--- config.mk ---
export PLATFORM = sky130hd
export DESIGN_NAME = csbc_top
export DESIGN_NICKNAME = d
export VERILOG_FILES = /design/src/hdl/csbc_pkg.sv /design/src/hdl/csbc_arb_if.sv /design/src/hdl/csbc_arb.sv /design/src/hdl/csbc_top.sv
export SDC_FILE = /design/constraint.sdc
export NUM_CORES = 1
export LEC_CHECK = 0
export BUFFER_PORTS_ARGS = -buffer_cell sky130_fd_sc_hd__buf_2
export CAP_MARGIN = 5
export CORE_MARGIN = 2
export CORE_UTILIZATION = 56
export CTS_CLUSTER_SIZE = 20
export DETAILED_ROUTE_END_ITERATION = 7
export PLACE_DENSITY = 0.87
export SYNTH_ARGS = -nofsm -noshare
export SYNTH_HDL_FRONTEND = slang
export SYNTH_SLANG_ARGS = --single-unit
--- constraint.sdc ---
create_clock -name i_clock -period 3.8 [get_ports i_clock]
set_input_delay 0.76 -clock i_clock [delete_from_list [all_inputs] [get_ports i_clock]]
set_output_delay 0.76 -clock i_clock [all_outputs]
set_load 0.005 [all_outputs]
--- src/hdl/csbc_pkg.sv ---
// csbc_pkg: constants, encodings and state codes for the special bus cycle logic.
// assumes one 200 MHz processor clock and a synchronous active-high reset.
// Behaviour
// - int acknowledge is exactly two bus operations
// - latch low-byte vector during second acknowledge
// - atomic access low in first status phase
// - atomic access held through second acknowledge
// - no foreign grant until acknowledge ends
// - three idle clocks between acknowledge operations
// - fixed local bus grant priority order
// - prefetch suppressed two clocks before data
// - halt instruction or multiple faults enter halt
// - halt/shutdown status code, addr bit 1 selects
// - halted device still serves operand, foreign requests
// - overrun during shutdown blocks operand service
// - exit conditions for halt and shutdown
// - stopped clock holds outputs, resumes in place
// - foreign grant given, withdrawn before own cycles
package csbc_pkg;
  localparam int REQ_W = 7;
  localparam int VEC_W = 8;
  // request bit positions, higher index wins
  localparam int REQ_LOCKED = 6;
  localparam int REQ_ODD_SECOND = 5;
  localparam int REQ_COPROC_NEXT = 4;
  localparam int REQ_FOREIGN = 3;
  localparam int REQ_COPROC_OPND = 2;
  localparam int REQ_EXEC_DATA = 1;
  localparam int REQ_PREFETCH = 0;
  // status word {status_line_1, status_line_0, code_or_ack_n, mem_or_io}
  localparam int STAT_LINE1_BIT = 3;
  localparam int STAT_LINE0_BIT = 2;
  localparam int STAT_CODE_BIT = 1;
  localparam int STAT_MIO_BIT = 0;
  localparam logic [3:0] STAT_IDLE = 4'hF;
  localparam logic [3:0] STAT_INT_ACK = 4'h0;
  localparam logic [3:0] STAT_HALT = 4'h1;
  // timing counts in processor clocks
  localparam logic [1:0] ACK_GAP_CLOCKS = 2'h3;
  localparam logic [2:0] PREFETCH_LEAD_CLOCKS = 3'h2;
  // reset values
  localparam logic RST_ATOMIC_N = 1'h1;
  localparam logic RST_READY_N = 1'h1;
  localparam logic RST_ADDR_BIT_1 = 1'h0;

  // _SP is a status phase state, _CP a command phase state
  typedef enum logic [3:0] {
    ST_IDLE = 4'h0,
    ST_ACK1_SP = 4'h1,
    ST_ACK1_CP = 4'h2,
    ST_ACK_GAP = 4'h3,
    ST_ACK2_SP = 4'h4,
    ST_ACK2_CP = 4'h5,
    ST_HALT_SP = 4'h6,
    ST_HOLD = 4'h7,
    ST_HOLD_EXIT = 4'h8
  } csbc_state_t;
endpackage

--- src/hdl/csbc_arb_if.sv ---
// csbc_arb_if: request vector and one-hot grant between core and arbiter.
// assumes both ends run on the processor clock.
`timescale 1ns/1ps
interface csbc_arb_if;
  logic [csbc_pkg::REQ_W-1:0] req;
  logic [csbc_pkg::REQ_W-1:0] gnt;
  modport arb (input req, output gnt);
  modport core (output req, input gnt);
endinterface

--- src/hdl/csbc_arb.sv ---
// csbc_arb: fixed-priority local bus arbiter, purely combinational.
// assumes requests are already masked for halt and prefetch lead.
`timescale 1ns/1ps
module csbc_arb (
  input wire logic i_clock,
  input wire logic i_rst,
  csbc_arb_if.arb bus
);
  function automatic logic [csbc_pkg::REQ_W-1:0] pick_top(
    input logic [csbc_pkg::REQ_W-1:0] req);
    logic [csbc_pkg::REQ_W-1:0] g;
    g = '0;
    for (int i = 0; i < csbc_pkg::REQ_W; i++) begin
      if (req[i]) begin
        g = '0;
        g[i] = 1'b1;
      end
    end
    return g;
  endfunction

  always_comb begin
    bus.gnt = pick_top(bus.req);
  end

  a_grant_top_wins: assert property (
    @(posedge i_clock) disable iff (i_rst)
    (|bus.req) |-> ($onehot(bus.gnt) && ((bus.gnt & bus.req) != '0)
      && ((bus.req & ~(bus.gnt | (bus.gnt - 7'h01))) == '0)))
    else $error("arbiter granted a lower priority request");

  a_grant_none_idle: assert property (
    @(posedge i_clock) disable iff (i_rst)
    (bus.req == '0) |-> (bus.gnt == '0))
    else $error("arbiter granted with no request");
endmodule

--- src/hdl/csbc_top.sv ---
// csbc_top: interrupt acknowledge, halt/shutdown, hold and bus priority.
// assumes pins arrive asynchronously; core-side inputs share i_clock.
`timescale 1ns/1ps
module csbc_top (
  input wire logic i_clock,
  input wire logic i_rst,
  input wire logic i_int_request,
  input wire logic i_nonmaskable_int,
  input wire logic i_foreign_master_request,
  input wire logic i_coproc_operand_req,
  input wire logic i_ready_n,
  input wire logic [7:0] i_data_low,
  input wire logic i_int_enable,
  input wire logic i_halt_instruction,
  input wire logic i_multi_prot_fault,
  input wire logic i_coproc_seg_overrun,
  input wire logic i_locked_req,
  input wire logic i_odd_second_req,
  input wire logic i_coproc_next_req,
  input wire logic i_exec_data_req,
  input wire logic i_exec_data_pending,
  input wire logic [2:0] i_exec_data_lead,
  input wire logic i_prefetch_req,
  output logic o_status_line_1,
  output logic o_status_line_0,
  output logic o_code_or_ack_n,
  output logic o_mem_or_io,
  output logic o_addr_bit_1,
  output logic o_atomic_access_n,
  output logic o_int_ack_cycle,
  output logic o_foreign_master_grant,
  output logic [6:0] o_grant,
  output logic [7:0] o_vector,
  output logic o_vector_valid,
  output logic o_halted,
  output logic o_shutdown
);
  typedef struct packed {
    csbc_pkg::csbc_state_t state;
    logic [1:0] gap_cnt;
    logic halted;
    logic shut;
    logic opnd_block;
    logic int_meta;
    logic int_s2;
    logic nmi_meta;
    logic nmi_s2;
    logic fmr_meta;
    logic fmr_s2;
    logic cpr_meta;
    logic cpr_s2;
    logic rdy_meta;
    logic rdy_s2;
    logic [7:0] data_meta;
    logic [7:0] data_s2;
    logic [3:0] status;
    logic int_ack;
    logic atomic_n;
    logic addr_bit_1;
    logic fm_grant;
    logic [6:0] grant;
    logic [7:0] vector;
    logic vec_valid;
  } csbc_regs_t;

  csbc_regs_t regs_ff;
  csbc_regs_t nxt_regs;

  csbc_arb_if u_arb_bus();

  csbc_arb u_arb (
    .i_clock(i_clock),
    .i_rst(i_rst),
    .bus(u_arb_bus)
  );

  // acknowledge bus operations proper, gap excluded
  function automatic logic is_ack_op(input csbc_pkg::csbc_state_t st);
    return (st == csbc_pkg::ST_ACK1_SP) || (st == csbc_pkg::ST_ACK1_CP)
      || (st == csbc_pkg::ST_ACK2_SP) || (st == csbc_pkg::ST_ACK2_CP);
  endfunction

  logic int_ok;
  logic ready;
  logic start_ack;
  logic start_halt;
  logic arb_go;
  logic pf_block;
  logic [6:0] req;

  always_comb begin
    int_ok = regs_ff.int_s2 && i_int_enable;
    ready = !regs_ff.rdy_s2;
    start_ack = !regs_ff.halted && int_ok;
    start_halt = !regs_ff.halted && !int_ok && (i_halt_instruction || i_multi_prot_fault);
    arb_go = (regs_ff.state == csbc_pkg::ST_IDLE) && !start_ack && !start_halt;
    // prefetch would make the coming data transfer wait
    pf_block = i_exec_data_pending
      && (i_exec_data_lead <= csbc_pkg::PREFETCH_LEAD_CLOCKS);
    req = '0;
    if (arb_go) begin
      req[csbc_pkg::REQ_FOREIGN] = regs_ff.fmr_s2;
      req[csbc_pkg::REQ_COPROC_OPND] = regs_ff.cpr_s2 && !regs_ff.opnd_block;
      if (!regs_ff.halted) begin
        req[csbc_pkg::REQ_LOCKED] = i_locked_req;
        req[csbc_pkg::REQ_ODD_SECOND] = i_odd_second_req;
        req[csbc_pkg::REQ_COPROC_NEXT] = i_coproc_next_req;
        req[csbc_pkg::REQ_EXEC_DATA] = i_exec_data_req;
        req[csbc_pkg::REQ_PREFETCH] = i_prefetch_req && !pf_block;
      end
    end
    u_arb_bus.req = req;
  end

  always_comb begin
    nxt_regs = regs_ff;
    nxt_regs.int_meta = i_int_request;
    nxt_regs.int_s2 = regs_ff.int_meta;
    nxt_regs.nmi_meta = i_nonmaskable_int;
    nxt_regs.nmi_s2 = regs_ff.nmi_meta;
    nxt_regs.fmr_meta = i_foreign_master_request;
    nxt_regs.fmr_s2 = regs_ff.fmr_meta;
    nxt_regs.cpr_meta = i_coproc_operand_req;
    nxt_regs.cpr_s2 = regs_ff.cpr_meta;
    nxt_regs.rdy_meta = i_ready_n;
    nxt_regs.rdy_s2 = regs_ff.rdy_meta;
    nxt_regs.data_meta = i_data_low;
    nxt_regs.data_s2 = regs_ff.data_meta;
    nxt_regs.grant = '0;
    nxt_regs.vec_valid = 1'b0;

    if (regs_ff.halted) begin
      // shutdown is not left on maskable interrupts or overruns
      if (regs_ff.nmi_s2 || (!regs_ff.shut && (int_ok || i_coproc_seg_overrun))) begin
        nxt_regs.halted = 1'b0;
        nxt_regs.shut = 1'b0;
        nxt_regs.opnd_block = 1'b0;
      end else if (regs_ff.shut && i_coproc_seg_overrun) begin
        nxt_regs.opnd_block = 1'b1;
      end
    end

    case (regs_ff.state)
      csbc_pkg::ST_IDLE: begin
        if (start_ack) begin
          nxt_regs.state = csbc_pkg::ST_ACK1_SP;
        end else if (start_halt) begin
          nxt_regs.state = csbc_pkg::ST_HALT_SP;
          nxt_regs.halted = 1'b1;
          nxt_regs.shut = !i_halt_instruction;
          nxt_regs.addr_bit_1 = i_halt_instruction;
        end else if (u_arb_bus.gnt[csbc_pkg::REQ_FOREIGN]) begin
          nxt_regs.state = csbc_pkg::ST_HOLD;
        end else begin
          nxt_regs.grant = u_arb_bus.gnt;
        end
      end
      csbc_pkg::ST_ACK1_SP: begin
        nxt_regs.state = csbc_pkg::ST_ACK1_CP;
      end
      csbc_pkg::ST_ACK1_CP: begin
        if (ready) begin
          nxt_regs.state = csbc_pkg::ST_ACK_GAP;
          nxt_regs.gap_cnt = csbc_pkg::ACK_GAP_CLOCKS - 2'h1;
        end
      end
      csbc_pkg::ST_ACK_GAP: begin
        if (regs_ff.gap_cnt == 2'h0) begin
          nxt_regs.state = csbc_pkg::ST_ACK2_SP;
        end else begin
          nxt_regs.gap_cnt = regs_ff.gap_cnt - 2'h1;
        end
      end
      csbc_pkg::ST_ACK2_SP: begin
        nxt_regs.state = csbc_pkg::ST_ACK2_CP;
      end
      csbc_pkg::ST_ACK2_CP: begin
        // outside ready logic stretches this operation
        if (ready) begin
          nxt_regs.state = csbc_pkg::ST_IDLE;
          nxt_regs.vector = regs_ff.data_s2;
          nxt_regs.vec_valid = 1'b1;
        end
      end
      csbc_pkg::ST_HALT_SP: begin
        // no ready wait: the operation ends by itself
        nxt_regs.state = csbc_pkg::ST_IDLE;
      end
      csbc_pkg::ST_HOLD: begin
        if (!regs_ff.fmr_s2) begin
          nxt_regs.state = csbc_pkg::ST_HOLD_EXIT;
        end
      end
      csbc_pkg::ST_HOLD_EXIT: begin
        nxt_regs.state = csbc_pkg::ST_IDLE;
      end
      default: begin
        nxt_regs.state = csbc_pkg::ST_IDLE;
      end
    endcase

    // outputs follow the state being entered, so they leave flip-flops
    if ((nxt_regs.state == csbc_pkg::ST_ACK1_SP) || (nxt_regs.state == csbc_pkg::ST_ACK2_SP)) begin
      nxt_regs.status = csbc_pkg::STAT_INT_ACK;
    end else if (nxt_regs.state == csbc_pkg::ST_HALT_SP) begin
      nxt_regs.status = csbc_pkg::STAT_HALT;
    end else begin
      nxt_regs.status = csbc_pkg::STAT_IDLE;
    end
    nxt_regs.int_ack = is_ack_op(nxt_regs.state);
    // lock spans the gap too, so no arbiter splits the pair
    nxt_regs.atomic_n = !(is_ack_op(nxt_regs.state)
      || (nxt_regs.state == csbc_pkg::ST_ACK_GAP));
    nxt_regs.fm_grant = (nxt_regs.state == csbc_pkg::ST_HOLD);
  end

  // a stopped clock simply freezes this register, outputs included
  always_ff @(posedge i_clock) begin
    if (i_rst) begin
      regs_ff <= '0;
      regs_ff.status <= csbc_pkg::STAT_IDLE;
      regs_ff.atomic_n <= csbc_pkg::RST_ATOMIC_N;
      regs_ff.addr_bit_1 <= csbc_pkg::RST_ADDR_BIT_1;
      regs_ff.rdy_meta <= csbc_pkg::RST_READY_N;
      regs_ff.rdy_s2 <= csbc_pkg::RST_READY_N;
    end else begin
      regs_ff <= nxt_regs;
    end
  end

  assign o_status_line_1 = regs_ff.status[csbc_pkg::STAT_LINE1_BIT];
  assign o_status_line_0 = regs_ff.status[csbc_pkg::STAT_LINE0_BIT];
  assign o_code_or_ack_n = regs_ff.status[csbc_pkg::STAT_CODE_BIT];
  assign o_mem_or_io = regs_ff.status[csbc_pkg::STAT_MIO_BIT];
  assign o_addr_bit_1 = regs_ff.addr_bit_1;
  assign o_atomic_access_n = regs_ff.atomic_n;
  assign o_int_ack_cycle = regs_ff.int_ack;
  assign o_foreign_master_grant = regs_ff.fm_grant;
  assign o_grant = regs_ff.grant;
  assign o_vector = regs_ff.vector;
  assign o_vector_valid = regs_ff.vec_valid;
  assign o_halted = regs_ff.halted;
  assign o_shutdown = regs_ff.shut;

  a_ack_gap_three: assert property (
    @(posedge i_clock) disable iff (i_rst)
    ($fell(o_int_ack_cycle) && !o_atomic_access_n)
      |-> (!o_int_ack_cycle && !o_atomic_access_n)[*3] ##1 o_int_ack_cycle)
    else $error("acknowledge gap is not three idle clocks");

  a_ack_pair_end: assert property (
    @(posedge i_clock) disable iff (i_rst)
    ($fell(o_int_ack_cycle) && o_atomic_access_n)
      |-> ($past(regs_ff.state) == csbc_pkg::ST_ACK2_CP))
    else $error("acknowledge sequence ended after other than second operation");

  a_lock_first_ts: assert property (
    @(posedge i_clock) disable iff (i_rst)
    ($rose(o_int_ack_cycle) && $past(o_atomic_access_n))
      |-> (!o_atomic_access_n && !o_status_line_1 && !o_status_line_0
        && !o_code_or_ack_n && !o_mem_or_io))
    else $error("atomic access not low in first acknowledge status phase");

  a_lock_through_ack: assert property (
    @(posedge i_clock) disable iff (i_rst)
    (regs_ff.state == csbc_pkg::ST_ACK2_CP) |-> !o_atomic_access_n)
    else $error("atomic access released before second acknowledge ended");

  a_no_hold_in_ack: assert property (
    @(posedge i_clock) disable iff (i_rst)
    (!o_atomic_access_n || !$past(o_atomic_access_n)) |-> !o_foreign_master_grant)
    else $error("foreign master granted inside acknowledge sequence");

  a_vector_latch: assert property (
    @(posedge i_clock) disable iff (i_rst)
    ((regs_ff.state == csbc_pkg::ST_ACK2_CP) && !regs_ff.rdy_s2)
      |=> (o_vector_valid && (o_vector == $past(regs_ff.data_s2))))
    else $error("vector not latched at end of second acknowledge");

  a_halt_encode: assert property (
    @(posedge i_clock) disable iff (i_rst)
    (regs_ff.state == csbc_pkg::ST_HALT_SP)
      |-> (!o_status_line_1 && !o_status_line_0 && !o_code_or_ack_n && o_mem_or_io
        && (o_addr_bit_1 == !o_shutdown)))
    else $error("halt or shutdown status encoding wrong");

  a_halt_entry: assert property (
    @(posedge i_clock) disable iff (i_rst)
    ((regs_ff.state == csbc_pkg::ST_IDLE) && !regs_ff.halted && !int_ok
      && i_halt_instruction)
      |=> ((regs_ff.state == csbc_pkg::ST_HALT_SP) && o_addr_bit_1 && o_halted)
      ##1 (regs_ff.state == csbc_pkg::ST_IDLE))
    else $error("halt instruction did not produce a halt operation");

  a_shut_holds: assert property (
    @(posedge i_clock) disable iff (i_rst)
    (o_shutdown && !regs_ff.nmi_s2) |=> o_shutdown)
    else $error("shutdown left without nonmaskable interrupt or reset");

  a_opnd_blocked: assert property (
    @(posedge i_clock) disable iff (i_rst)
    (regs_ff.opnd_block && $past(regs_ff.opnd_block))
      |-> !o_grant[csbc_pkg::REQ_COPROC_OPND])
    else $error("operand request served after overrun in shutdown");

  a_prefetch_lead: assert property (
    @(posedge i_clock) disable iff (i_rst)
    (i_exec_data_pending && (i_exec_data_lead <= csbc_pkg::PREFETCH_LEAD_CLOCKS))
      |=> !o_grant[csbc_pkg::REQ_PREFETCH])
    else $error("prefetch granted inside data transfer lead time");

  a_grant_withdrawn: assert property (
    @(posedge i_clock) disable iff (i_rst)
    $fell(o_foreign_master_grant) |-> ((o_grant == '0) && !o_int_ack_cycle))
    else $error("own cycle started while grant was being withdrawn");
endmodule

* Yosys cells after proc, flatten, opt, wreduce, memory -nomap -nowiden
Index checks and enable logic that the tools add are counted.
Cells by class: $add $sub $neg 1, order comparisons 1, eq/ne operators 15, multiplexer cells 30, bitwise gates (word level) 4, reduce and logical (&&, ||, !) cells 44
Operators with widths (count):
- 4-bit 2-to-1 mux | 9
- 4-bit by 3-bit equality test with 1-bit output, second input constant | 7
- 4-bit one-hot mux with 7 select lines | 1
- 4-bit by 2-bit equality test with 1-bit output, second input constant | 4
- 2-bit 2-to-1 mux | 7
- 7-bit 2-to-1 mux | 2
- 6-bit 2-to-1 mux | 2
- 1-bit logical AND | 11
- 11-bit OR reduction | 1
- 10-bit OR reduction | 1
- 1-bit zero test | 9
- 3-bit 2-to-1 mux | 3
- 9-bit OR reduction | 1
- 4-bit by 1-bit equality test with 1-bit output, second input constant | 2
- 1-bit logical OR | 8
- 7-bit OR reduction | 1
- 3-bit AND reduction | 2
- 6-bit OR reduction | 1
- 5-bit 2-to-1 mux | 1
- 5-bit OR reduction | 1
- 4-bit zero test | 1
- 1-bit 2-to-1 mux | 4
- 2-bit != test, second input constant | 2
- 1-bit NOT | 4
- other kinds (8) | 10
Word-level totals: bits in registers 59, bits of input ports 28, output and inout bits 26, logic and storage cells 126

* Logic depth before layout (Yosys ltp)
depth in word-level cells 24, mapped depth 7, mapped depth without buffers 7

* Hierarchy
Synthesis repeated with hierarchy kept, for this count alone.
Second synthesis, totals: cells, all modules 226, area, all modules 2243.4 um^2
Modules (own cells, without submodules):
- csbc_top | times used 1, cells an instance 217, area an instance 2172.1 um^2, sequential area each 1121.1 um^2
- csbc_arb | times used 1, cells an instance 9, area an instance 71.3 um^2, sequential area each 0.0 um^2

* Least setup slack after synthesis
Ideal clock, no wire load.
kind input to register, start input port i_int_enable, end register regs_ff (netlist bit o_status_line_0), arrival 1.876 ns, data required time 3.730 ns, setup slack 1.854 ns, cell stages on the path 5, buffers on the path 0, cell sequence and3b_1 > a311o_1 > a211o_1 > o211ai_2 > a21boi_1
Between the ends: cells in the longest elaborated chain, start to end 18, elaborated cells on any way between the ends 24, classes of those cells 3 x eq/ne; 11 x mux; 10 x reduce/logical
RTL lines:
- from (decl) | line csbc_top.sv:13 | input wire logic i_int_enable,
- 1-bit logical AND (*) | line csbc_top.sv:92 | int_ok = regs_ff.int_s2 && i_int_enable;
- 1-bit zero test | line csbc_top.sv:95 | start_halt = !regs_ff.halted && !int_ok && (i_halt_instruction || i_multi_prot_fault);
- 1-bit logical AND (2 in a row) | line csbc_top.sv:95
- 1-bit zero test | line csbc_top.sv:96 | arb_go = (regs_ff.state == csbc_pkg::ST_IDLE) && !start_ack && !start_halt;
- 1-bit logical AND | line csbc_top.sv:96
- 7-bit 2-to-1 mux | line csbc_top.sv:101 | if (arb_go) begin
- 4-bit 2-to-1 mux | line csbc_arb.sv:14 | if (req[i]) begin
- 5-bit 2-to-1 mux | line csbc_arb.sv:14
- 6-bit 2-to-1 mux | line csbc_arb.sv:14
- 7-bit 2-to-1 mux | line csbc_arb.sv:14
- 4-bit 2-to-1 mux | line csbc_top.sv:152 | end else if (u_arb_bus.gnt[csbc_pkg::REQ_FOREIGN]) begin
- 4-bit 2-to-1 mux | line csbc_top.sv:147 | end else if (start_halt) begin
- 4-bit 2-to-1 mux (*) | line csbc_top.sv:145 | if (start_ack) begin
- 4-bit one-hot mux with 7 select lines (*) | line csbc_top.sv:143 | case (regs_ff.state)
- 4-bit by 3-bit equality test with 1-bit output (tied with other cells) | line csbc_top.sv:205 | end else if (nxt_regs.state == csbc_pkg::ST_HALT_SP) begin
- 4-bit 2-to-1 mux or 1-bit logical OR (tied branches) | line csbc_top.sv:205, csbc_top.sv:203
- 4-bit 2-to-1 mux (*) | line csbc_top.sv:203 | if ((nxt_regs.state == csbc_pkg::ST_ACK1_SP) || (nxt_regs.state == csbc_pkg::ST_ACK2_SP)) begin
- to (signal assigned) | line csbc_top.sv:227 | regs_ff <= nxt_regs;
- to (decl) | line csbc_top.sv:66 | csbc_regs_t regs_ff;
Mark *: on every way between the ends. The rest lies on a longest branch, timed or not. A chain may end at the register's enable or synchronous reset.

* Worst setup path after layout
start register regs_ff (netlist bit o_halted), end register regs_ff (netlist bit o_int_ack_cycle)
Between the ends: cells in the longest elaborated chain, start to end 18, elaborated cells on any way between the ends 25, classes of those cells 4 x eq/ne; 10 x mux; 11 x reduce/logical
RTL lines:
- 1-bit zero test
- 1-bit logical AND (on tied branches) | line csbc_top.sv:94, csbc_top.sv:95
- 1-bit zero test or 1-bit logical AND (tied branches) | line csbc_top.sv:96, csbc_top.sv:95
- 1-bit logical AND or 1-bit zero test (tied branches) | line csbc_top.sv:96
- 1-bit logical AND | line csbc_top.sv:96
- 7-bit 2-to-1 mux | line csbc_top.sv:101
- 4-bit 2-to-1 mux | line csbc_arb.sv:14
- 5-bit 2-to-1 mux | line csbc_arb.sv:14
- [2 not listed]
- 4-bit 2-to-1 mux | line csbc_top.sv:152
- 4-bit 2-to-1 mux | line csbc_top.sv:147
- 4-bit 2-to-1 mux (*) | line csbc_top.sv:145
- 4-bit one-hot mux with 7 select lines (*) | line csbc_top.sv:143
- 4-bit by 1-bit equality test with 1-bit output or 4-bit by 2-bit equality test with 1-bit output (tied branches) | line csbc_top.sv:79 | return (st == csbc_pkg::ST_ACK1_SP) || (st == csbc_pkg::ST_ACK1_CP)
- 1-bit logical OR | line csbc_top.sv:79
- 1-bit logical OR | line csbc_top.sv:80 | || (st == csbc_pkg::ST_ACK2_SP) || (st == csbc_pkg::ST_ACK2_CP);
- 1-bit logical OR (*) | line csbc_top.sv:80
Marks and branches as above.

==> impl_metrics.ini <==
[timing]
fmaxAchievable_ghz = 0.499
finalSetupViolations = 0
finalHoldViolations = 0
fin_setup_tns_ns = 0
finalClockSkew_ns = 0.00681
slew_viol_final = 0
post-route-min-period_ns = 2.00
tightest_slew_ns = 0.847
fin_crit_sh = 0.528
relSlewSlack = 0.435
rsz0062_at_grt = no

[detailed_routing]
vias = 1568
vias_per_cell = 5.16
firstDrtPassIters = 4
drt-initial-drc-count = 87
wl_mm = 3.58
drc = 0
ant_nets = 0
routedWlPerCell_um = 11.8

[power]
combPwrFrac = 0.244
pwr-share-clk = 0.241
vdd_drop_max_uv = 319
internal_power_uw = 942
p_leak_nw = 1.10
switching_share = 0.318
powerDensity_nw_per_um2 = 570
p_switching_uw = 439
power_frac_seq = 0.514

[synth]
synth_edf_count = 0
synth-simple-area-share = 0.239
ys_ff_latch = 56
async_flop_share = 0
seq_area_frac_synth = 0.516
ys_types = 45
synth_compound_area_frac = 0.0961
synth_top_family_by_area = simple AND/OR/NAND/NOR gates
synthXorXnorAreaFrac = 0
ys_warn_count = 0
syn_inst = 223
synthAdderAreaFrac = 0.00575
syn_nets = 252
netlist_area_um2 = 2170
synth-main-ff-cell = dfxtp_1
synth.avg_cell_area_um2 = 9.75
synth.mux.area_fraction = 0.0558

[final_layout]
multi_input_area_um2 = 866
nNetsFinal = 284
n_fill_cell = 315
layout_commonest_cell = dfxtp_1
area_growth_pct = 11.4
mostFrequentLayoutCells = 56 x dfxtp_1, 52 x buf_2, 27 x nor2b_1
postLayoutCoreUtil = 0.657
ff_latch_area_um2 = 1120
antenna-diode-count = 0
drive_gt1_frac = 0.266

[floorplan]
dieArea_um2 = 4400
ios = 54
coreArea_um2 = 3690
rows = 22
initial_utilization = 0.590
die_h_um = 66.3
die_w_um = 66.3

[global_routing]
grt_usage = 0.172
grt_max_degree = 52
overflow = 0
grt_pass1_vias = 1362
grt_pass1_wl_mm = 5.80
antenna_found_initial = 0

[clock_tree]
cts_root_buffer = clkbuf_8
cts.path.max_buffers = 2
cts_tree = built
cts.repair.resized = 0
clkSlewWorstSetupHoldPaths_ns = 0.10
post_cts_buffers = 0
htree_levels = 2
clock_latency_ns = 0.31
postCtsHoldBufs = 0
cts_sinks = 56
cts_buffers = 5

[setup_path]
critPathLaunchType = flop
crit_path_max_fanout = 15
r2r_end = o_int_ack_cycle
reg2reg_depth = 5
criticalPathCategory = reg -> reg
reg2reg_setup_slack_ns = 1.80
crit_path_cell_trace = and3b_1 > a311o_1 > a211o_1 > o211ai_2 > o21ai_0
critPathCaptureType = flop
critPathSlowestCell = dfxtp_1
cp.arrival_ns = 2.17
r2r_start = o_halted
cp_slowest_stage_delay_ns = 0.63
required_ns = 3.96

[worst_hold_path]
hp-class = reg -> reg
holdPathStages = 1
min_to = regs_ff[40]
min_from = nxt_regs[40]

[flow_run]
max_cap_viol_count = 0

[placement]
portBuffers = 52
hpwl_mm = 2.55
place_congestion = 0.865

[outcome]
status = finished, final reports clean
critical path: cells and delay by family, from the launching register on:
kind | cells | cell delay, ns
and+or+nand+nor | 1 | 0.26
DFF | 1 | 0.63
AOI/OAI and AO/OA | 4 | 0.96
power by group through the flow:
| stage | Combinational (mW) | Sequential [mW] | Clock [mW] |
|---|---|---|---|
| global placement | 0.332 | 0.720 | 0 |
| finish | 0.338 | 0.710 | 0.334 |
| detailed placement | 0.336 | 0.723 | 0 |
| global route | 0.376 | 0.719 | 0.366 |
| CTS | 0.338 | 0.710 | 0.345 |
| floorplan | 0.283 | 0.693 | 0 |
registers in the layout, indices dropped and copies added, names as in the netlist:
signal                  cells
nxt_regs                   13
o_addr_bit_1                1
o_atomic_access_n           1
o_foreign_master_grant      1
o_grant                     6
o_halted                    1
o_int_ack_cycle             1
o_mem_or_io                 1
o_shutdown                  1
o_status_line_0             1
o_vector                    8
o_vector_valid              1
regs_ff                    20
through the flow:
step / instance area (µm²) / power, mW / hold slack (ns) / cells / worst slack [ns]
final: 2420 / 1.38 / 0.422 / 304 / 1.80
after global routing: 2420 / 1.46 / 0.446 / 304 / 1.66
after CTS: 2420 / 1.39 / 0.427 / 304 / 1.80
after detailed placement: 2330 / 1.06 / 0.403 / 296 / 1.59
after global placement: 2330 / 1.05 / 0.396 / 296 / 1.64
after floorplan: 2170 / 0.975 / 0.389 / 223 / 1.85
how the worst max path moves through the flow:
stage                                  to  slack, ns    startpoint
after detailed placement  o_int_ack_cycle       1.59  i_int_enable
after global routing      o_int_ack_cycle       1.66      o_halted
after global placement    o_int_ack_cycle       1.64  i_int_enable
after floorplan           o_status_line_0       1.85  i_int_enable
after CTS                 o_int_ack_cycle       1.80      o_halted
final                     o_int_ack_cycle       1.80      o_halted
cells in the mapped netlist, drive strengths merged (2+ instances only):
cell type,n,area [µm²]
or2,2,12.5
inv,5,18.8
dfxtp,56,1120
nand3,2,10.0
nor2,26,97.6
and3,2,12.5
clkbuf,7,26.3
nor3,5,25.0
nor4,4,25.0
nand2,10,37.5
mux2i,11,110
and4,2,17.5
a211oi,3,22.5
and2,3,18.8
buf,20,143
a21oi,9,45.0
nor3b,2,15.0
nor2b,27,169
nand2b,2,12.5
a2111oi,2,36.3
cell type report:
class	instances	share of cell area
flip-flops and latches	56	0.463
multi-input cells	135	0.357
repair buffers	52	0.107
clock buffers	5	0.0284
well taps	48	0.0248
clock inverters	3	0.0114
inverters	5	0.00775
kinds of logic (layout without fill, tap and decap cells):
| group | count (synthesis) | after routing |
|---|---|---|
| other cells | 1 | 1 |
| compound gates | 26 | 26 |
| mux | 12 | 12 |
| simple gates | 95 | 95 |
| buf+inv | 32 | 65 |
| fa+ha+maj | 1 | 1 |
| flops | 56 | 56 |
layer usage:
metal / routed length, µm / up-vias / track usage
met5: 0 / - / 0
met4: 38 / 0 / 0.0561
met3: 279 / 4 / 0.0562
met2: 1650 / 58 / 0.303
met1: 1610 / 704 / 0.194
li1: - / 802 / -
Power figures use the tool's default switching activity.
